`config.mk`:
```
export PLATFORM = sky130hd
export DESIGN_NAME = srfs_regs
export DESIGN_NICKNAME = d
export VERILOG_FILES = /design/src/rtl/srfs_regs.v /design/src/rtl/srfs_capture_hold.v
export VERILOG_INCLUDE_DIRS = /design/src /design/src/rtl
export SDC_FILE = /design/constraint.sdc
export NUM_CORES = 1
export LEC_CHECK = 0
export ABC_AREA = 1
export ABC_CLOCK_PERIOD_IN_PS = 1600
export BUFFER_PORTS_ARGS = -buffer_cell sky130_fd_sc_hd__buf_4
export CORE_MARGIN = 2
export CORE_UTILIZATION = 47
export DETAILED_ROUTE_END_ITERATION = 8
export GPL_ROUTABILITY_DRIVEN = 1
export PLACE_DENSITY = 0.88
export RECOVER_POWER = 100
export SYNTH_ARGS = -nofsm -noshare
export SYNTH_HDL_FRONTEND = slang
export SYNTH_SLANG_ARGS = --single-unit
```
`constraint.sdc`:
```
create_clock -name ref_clk -period 1.6 [get_ports ref_clk]
set_input_delay 0 -clock ref_clk [delete_from_list [all_inputs] [get_ports ref_clk]]
set_output_delay 0 -clock ref_clk [all_outputs]
set_load 0.01 [all_outputs]
```
`src/rtl/srfs_map.vh`:
```
// Register map constants for the SYSREF position and full-scale range bank
`ifndef SRFS_MAP_VH
`define SRFS_MAP_VH
`define SRFS_ADDR_W          12
`define SRFS_OFF_CAPPOS      12'h02c
`define SRFS_OFF_RANGEA      12'h030
`define SRFS_OFF_STATUS      12'h034
`define SRFS_CAPPOS_W        24
`define SRFS_RANGEA_W        16
`define SRFS_RANGEA_RST      16'ha000
`define SRFS_RANGEA_MIN      16'h2000
`define SRFS_BYTE_W          8
`define SRFS_ZERO32          32'h00000000
`define SRFS_ST_VALID_BIT    0
`define SRFS_ST_LOW_BIT      1
`define SRFS_ST_DIRTY_BIT    2
`endif

```
`src/rtl/srfs_regs.v`:
```
// APB register slice: SYSREF capture position status and input A full-scale range
//
// Contract
// - Read-only status filled by windowing logic
// - Capture position is 24 bits, 23:0
// - Input A range 16 bits, resets 0xA000
// - Range code maps monotonically to span
//
// Word map, byte addresses, one 32-bit word each:
//   0x02c capture position, read-only, bits 23:0
//   0x030 input A full-scale range, bits 15:0
//   0x034 status: position valid, range low, calibration pending
// Access is fixed: pready answers in the access cycle, no wait states.
`timescale 1ns/1ps
`include "srfs_map.vh"
module srfs_regs #(
  parameter POS_W   = `SRFS_CAPPOS_W,
  parameter RANGE_W = `SRFS_RANGEA_W
) (
  input  wire                    ref_clk,
  input  wire                    reset,
  input  wire                    psel,
  input  wire                    penable,
  input  wire                    pwrite,
  input  wire [`SRFS_ADDR_W-1:0] paddr,
  input  wire [31:0]             pwdata,
  input  wire [3:0]              pstrb,
  output reg  [31:0]             prdata,
  output reg                     pready,
  output reg                     pslverr,
  input  wire                    windowDone,
  input  wire                    sysrefEnabled,
  input  wire [POS_W-1:0]        windowPos,
  input  wire                    calDone,
  output reg  [RANGE_W-1:0]      inputAFullscaleRangeQ,
  output reg                     rangeChangedQ
);
  // ****************************************************************
  // Local constants
  // ****************************************************************
  // Byte lanes of the range word; pstrb has one bit per lane
  localparam BYTE_W = `SRFS_BYTE_W;
  localparam LANES  = RANGE_W / BYTE_W;

  // ****************************************************************
  // Address decode
  // ****************************************************************
  function isPos;
    input [`SRFS_ADDR_W-1:0] a;
    begin
      isPos = (a == `SRFS_OFF_CAPPOS);
    end
  endfunction

  function isRange;
    input [`SRFS_ADDR_W-1:0] a;
    begin
      isRange = (a == `SRFS_OFF_RANGEA);
    end
  endfunction

  function isStatus;
    input [`SRFS_ADDR_W-1:0] a;
    begin
      isStatus = (a == `SRFS_OFF_STATUS);
    end
  endfunction

  function mapped;
    input [`SRFS_ADDR_W-1:0] a;
    begin
      mapped = isPos(a) | isRange(a) | isStatus(a);
    end
  endfunction

  // Only the range word takes writes; both status words are read-only
  function writable;
    input [`SRFS_ADDR_W-1:0] a;
    begin
      writable = isRange(a);
    end
  endfunction

  // ****************************************************************
  // Bus phases
  // ****************************************************************
  wire                setup;
  wire                access;
  wire                wrHit;
  wire                rdSetup;
  wire                loadPos;
  wire                lowCode;
  wire [POS_W-1:0]    posQ;
  wire                posValid;
  wire [RANGE_W-1:0]  mergedRange;
  reg  [31:0]         rdData;

  // Next values of the registers
  reg  [RANGE_W-1:0]  inputAFullscaleRange_d;
  reg                 rangeChanged_d;
  reg                 pready_d;
  reg                 pslverr_d;
  reg  [31:0]         prdata_d;

  assign setup   = psel & ~penable;
  // A transfer completes at the edge where psel, penable and pready are high
  assign access  = psel & penable & pready;
  // Writes land only when the transfer completes, as the master expects
  assign wrHit   = access & pwrite & writable(paddr);
  assign rdSetup = setup & ~pwrite;

  // ****************************************************************
  // Capture position status
  // ****************************************************************
  // windowing fills status
  assign loadPos = windowDone & sysrefEnabled;

  // Position content is never reset; only its valid flag is
  srfs_capture_hold #(.WIDTH(POS_W)) uHold (
    .ref_clk (ref_clk),
    .reset   (reset),
    .load    (loadPos),
    .dataIn  (windowPos),
    .dataQ   (posQ),
    .validQ  (posValid)
  );

  // ****************************************************************
  // Range register and pending-calibration flag
  // ****************************************************************
  // byte lanes of a range write
  genvar lane;
  generate
    for (lane = 0; lane < LANES; lane = lane + 1) begin : gLane
      assign mergedRange[lane*BYTE_W +: BYTE_W] = pstrb[lane] ?
        pwdata[lane*BYTE_W +: BYTE_W] :
        inputAFullscaleRangeQ[lane*BYTE_W +: BYTE_W];
    end
  endgenerate

  always @* begin
    inputAFullscaleRange_d = inputAFullscaleRangeQ;
    rangeChanged_d         = rangeChangedQ;
    if (wrHit) begin
      inputAFullscaleRange_d = mergedRange;
    end
    // a write in the same cycle as cal done wins, so no change is lost
    if (wrHit) begin
      rangeChanged_d = 1'b1;
    end else if (calDone) begin
      rangeChanged_d = 1'b0;
    end
  end

  always @(posedge ref_clk or posedge reset) begin
    if (reset) begin
      inputAFullscaleRangeQ <= `SRFS_RANGEA_RST;
      rangeChangedQ         <= 1'b0;
    end else begin
      inputAFullscaleRangeQ <= inputAFullscaleRange_d;
      rangeChangedQ         <= rangeChanged_d;
    end
  end

  // ****************************************************************
  // Read mux
  // ****************************************************************
  // codes below the recommended floor are flagged, not blocked
  assign lowCode = (inputAFullscaleRangeQ < `SRFS_RANGEA_MIN);

  // Unused upper bits of every word read as zero
  always @* begin
    rdData = `SRFS_ZERO32;
    case (paddr)
      `SRFS_OFF_CAPPOS: rdData[POS_W-1:0] = posQ;
      `SRFS_OFF_RANGEA: rdData[RANGE_W-1:0] = inputAFullscaleRangeQ;
      `SRFS_OFF_STATUS: begin
        rdData[`SRFS_ST_VALID_BIT] = posValid;
        rdData[`SRFS_ST_LOW_BIT]   = lowCode;
        rdData[`SRFS_ST_DIRTY_BIT] = rangeChangedQ;
      end
      default: rdData = `SRFS_ZERO32;
    endcase
  end

  // ****************************************************************
  // APB answer
  // ****************************************************************
  // Fixed one-cycle answer: pready rises in the access phase of every transfer
  always @* begin
    pready_d  = setup;
    // unmapped words refuse every access; read-only words refuse writes
    pslverr_d = setup & (~mapped(paddr) | (pwrite & ~writable(paddr)));
    prdata_d  = prdata;
    // Read data is caught in setup and stands until the next read
    if (rdSetup) begin
      prdata_d = rdData;
    end
  end

  always @(posedge ref_clk or posedge reset) begin
    if (reset) begin
      pready  <= 1'b0;
      pslverr <= 1'b0;
      prdata  <= `SRFS_ZERO32;
    end else begin
      pready  <= pready_d;
      pslverr <= pslverr_d;
      prdata  <= prdata_d;
    end
  end
endmodule // srfs_regs

```
`src/rtl/srfs_capture_hold.v`:
```
// Holding register for the SYSREF capture-position word
`timescale 1ns/1ps
module srfs_capture_hold #(
  parameter WIDTH = 24
) (
  input  wire             ref_clk,
  input  wire             reset,
  input  wire             load,
  input  wire [WIDTH-1:0] dataIn,
  output reg  [WIDTH-1:0] dataQ,
  output reg              validQ
);
  // Content has no reset value; only the valid flag is cleared
  always @(posedge ref_clk) begin
    if (load) begin
      dataQ <= dataIn;
    end
  end

  always @(posedge ref_clk or posedge reset) begin
    if (reset) begin
      validQ <= 1'b0;
    end else if (load) begin
      validQ <= 1'b1;
    end
  end
endmodule // srfs_capture_hold

```
==> flow_metrics.env <==
export IMPL_endpoint_kind="register"
export IMPL_drive_gt1_frac=0.2144
export IMPL_grtUsageTotal=0.2276
export IMPL_num_io_pins=131
export IMPL_crit_type="input port to register"
export IMPL_holdPathStages=3
export IMPL_leakagePower_uw=0.002121
export IMPL_async_flop_share=0.6471
export IMPL_p_per_area_nw_per_um2=848.8
export IMPL_seq_power_share=0.509
export IMPL_swShare=0.2120
export IMPL_start_kind="input port"
export IMPL_switchingPower_uw=777.2
export IMPL_nets=546
export IMPL_cp_arrival_ns=1.59
export IMPL_synth_area_top_cells="dfrtp_1 34%, edfxtp_1 24%, nand2_1 13%"
export IMPL_clock_fmax_mhz=722.5
export IMPL_hold_violations=0
export IMPL_yosys_warnings=0
export IMPL_fp_row_count=29
export IMPL_start_util=0.4845
export IMPL_cts_buffers=9
export IMPL_cap_viol_max_count=0
export IMPL_crit_chain="dlygate4sd3_1 -> clkbuf_4 -> or2_0 -> nor2_4 -> inv_2 -> nand2_1 -> o21ai_0"
export IMPL_drt_total_wl_mm=7.913
export IMPL_irDropWorstVdd_mv=0.6275
export IMPL_clkPwrFrac=0.401
export IMPL_p_int_uw=2888
export IMPL_place_congestion=0.7950
export IMPL_synth_edf_count=24
export IMPL_utilization=0.6839
export IMPL_syn_area_um2=3059
export IMPL_skew_ns=0.009981
export IMPL_wl_per_cell_um=14.41
export IMPL_drt_iter0_drc=273
export IMPL_coreArea_um2=6314
export IMPL_cp_required_ns=1.81
export IMPL_dieArea_um2=7170
export IMPL_first_global_vias=2623
export IMPL_grt_max_degree=25
export IMPL_max_slew_margin=0.5035
export IMPL_antenna_found_initial=1
export IMPL_worstMarginPinSlew_ns=0.7440
export IMPL_clk_transition_reported_paths_ns=0.07
export IMPL_dp_hpwl_mm=5.188
export IMPL_post_route_drc_count=0
export IMPL_ys_flop_type="dfrtp_1"
export IMPL_cp_slowest_stage_delay_ns=0.53
export IMPL_synth_avg_cell_area_um2=9.805
export IMPL_fillCellCount=520
export IMPL_finalSetupViolCount=0
export IMPL_cts_tree="done"
export IMPL_ant_nets=0
export IMPL_firstDrtPassIters=4
export IMPL_setup_ws_ns=0.2159
export IMPL_fin_crit_sh=0.8651
export IMPL_syn_to_final_growth_pct=41.15
export IMPL_cts_sinks=68
export IMPL_die_h_um=84.68
export IMPL_power_frac_comb=0.089
export IMPL_port_buffers=104
export IMPL_ys_types=26
export IMPL_root_buffer="clkbuf_8"
export IMPL_synth_common_cells="102 x nand2_1, 42 x dfrtp_1, 40 x nand3_1"
export IMPL_synthCells=312
export IMPL_clk_path_buf_depth=2
export IMPL_synth_top_area_cell="dfrtp_1"
export IMPL_synth_most_common_cell="nand2_1"
export IMPL_crit_fanout=24
export IMPL_holdCritPathClass="input port to register"
export IMPL_synth_seq_cells=68
export IMPL_tns_ns=0
export IMPL_grt_pass1_wl_mm=12.70
export IMPL_pre_cts_slack_ns=0.2871
export IMPL_clk_latency_ns=0.34
export IMPL_ctsHtreeMaxLevel=3
export IMPL_rsz0062_at_grt="false"
export IMPL_vias=2657
export IMPL_ys_seq_area_frac=0.5963
export IMPL_die_x_um=84.68
export IMPL_hold_ws_ns=0.02036
export IMPL_postCtsSetupRepairBufs=0
export IMPL_slowest_stage="dlygate4sd3_1"
export IMPL_viasPerCell=4.840
export IMPL_gr_total_overflow=0
export IMPL_reg2reg_setup_slack_ns=0.24
export IMPL_status="finished clean"
export IMPL_final_max_slew_viol_count=0
export IMPL_synth_top_area_frac=0.3436
export IMPL_rr_worst_depth=4
export IMPL_fin_crit_ns=1.384
[flip-flops by register name, summed over array words and instances (netlist names)]
register,flops
inputAFullscaleRangeQ,16
prdata,24
pready,1
pslverr,1
rangeChangedQ,1
uHold.dataQ,24
uHold.validQ,1
[placed cells by master, fill, tap and decap left out, types with 2 or more instances in the layout]
cell / netlist / layout
buf_4: 10 / 40
nor2_8: 2 / 2
nand3_4: 2 / 2
nand2_2: 2 / 2
inv_2: 3 / 3
nor2_2: 2 / 2
nor2_4: 3 / 3
edfxtp_1: 24 / 24
dlygate4sd3_1: 0 / 44
dfrtp_1: 42 / 42
inv_1: 30 / 30
nand2_4: 2 / 2
dfstp_1: 0 / 2
nand2_1: 102 / 102
clkbuf_1: 1 / 45
clkbuf_4: 0 / 27
conb_1: 1 / 8
nor2_1: 5 / 5
o21ai_2: 16 / 2
clkbuf_2: 0 / 2
nand3_1: 40 / 40
clkbuf_8: 0 / 12
o21ai_0: 10 / 25
[stage by stage]
| step | total power, uW | instances | area, um^2 |
|---|---|---|---|
| after floorplan | 2012 | 319 | 3085 |
| after global placement | 2142 | 488 | 3884 |
| after detailed placement | 2152 | 488 | 3884 |
| after CTS | 3691 | 548 | 4531 |
| after global routing | 3784 | 549 | 4318 |
| final | 3665 | 549 | 4318 |
[metal layers]
metal	global-route usage	part of all wire	vias up
met5	0	0	-
met4	0.1111	0.030	0
met3	0.03736	0.059	17
met2	0.3837	0.52	99
met1	0.2855	0.39	1252
li1	-	-	1289
[power by group through the flow]
stage | Combinational (uW) | Clock, uW | Sequential, uW
2_1_floorplan | 113 | 0 | 1900
3_3_place_gp | 243 | 0 | 1900
3_5_place_dp | 251 | 0 | 1900
4_1_cts | 338 | 1490 | 1870
5_1_grt | 359 | 1560 | 1870
6_report | 328 | 1470 | 1870
[kinds of logic after synthesis]
kind of cell | share of synthesized area
AOI/OAI and AO/OA | 0.06544
and+or+nand+nor | 0.2536
other | 0.001226
DFF | 0.5963
buffers and inverters | 0.08343
[path summary, 6_finish.rpt]
kind                            startpoint                         to
worst min-delay path              pstrb[1]  inputAFullscaleRangeQ[13]
worst min register to register   prdata[4]                  prdata[4]
worst max-delay path               penable                 prdata[23]
max in group asynchronous            reset                    pslverr
worst max register to register      pready  inputAFullscaleRangeQ[14]
min in group asynchronous            reset  inputAFullscaleRangeQ[14]
[repair_timing]
| action | CTS | global route |
|---|---|---|
| hold buffers | 44 | 0 |
| gates resized for setup | 0 | 0 |
| endpoints found under the hold margin | 67 | 0 |
[area by class of cell]
type	count	area, um^2	area share
clock inverters	1	30.03	0.006955
diodes	1	2.502	0.0005795
repair buffers	155	1111	0.2573
flip-flops and latches	68	1824	0.4225
well taps	77	96.34	0.02231
inverters	33	123.9	0.02869
multi-input cells	199	953.4	0.2208
clock buffers	15	176.4	0.04086
[worst max-delay path: cells and delay by family]
kind            cells  cell delay, ns
compound gates      1            0.08
simple gates        3            0.62
buf+inv             3            0.90
(Power assumes the default switching activity.)
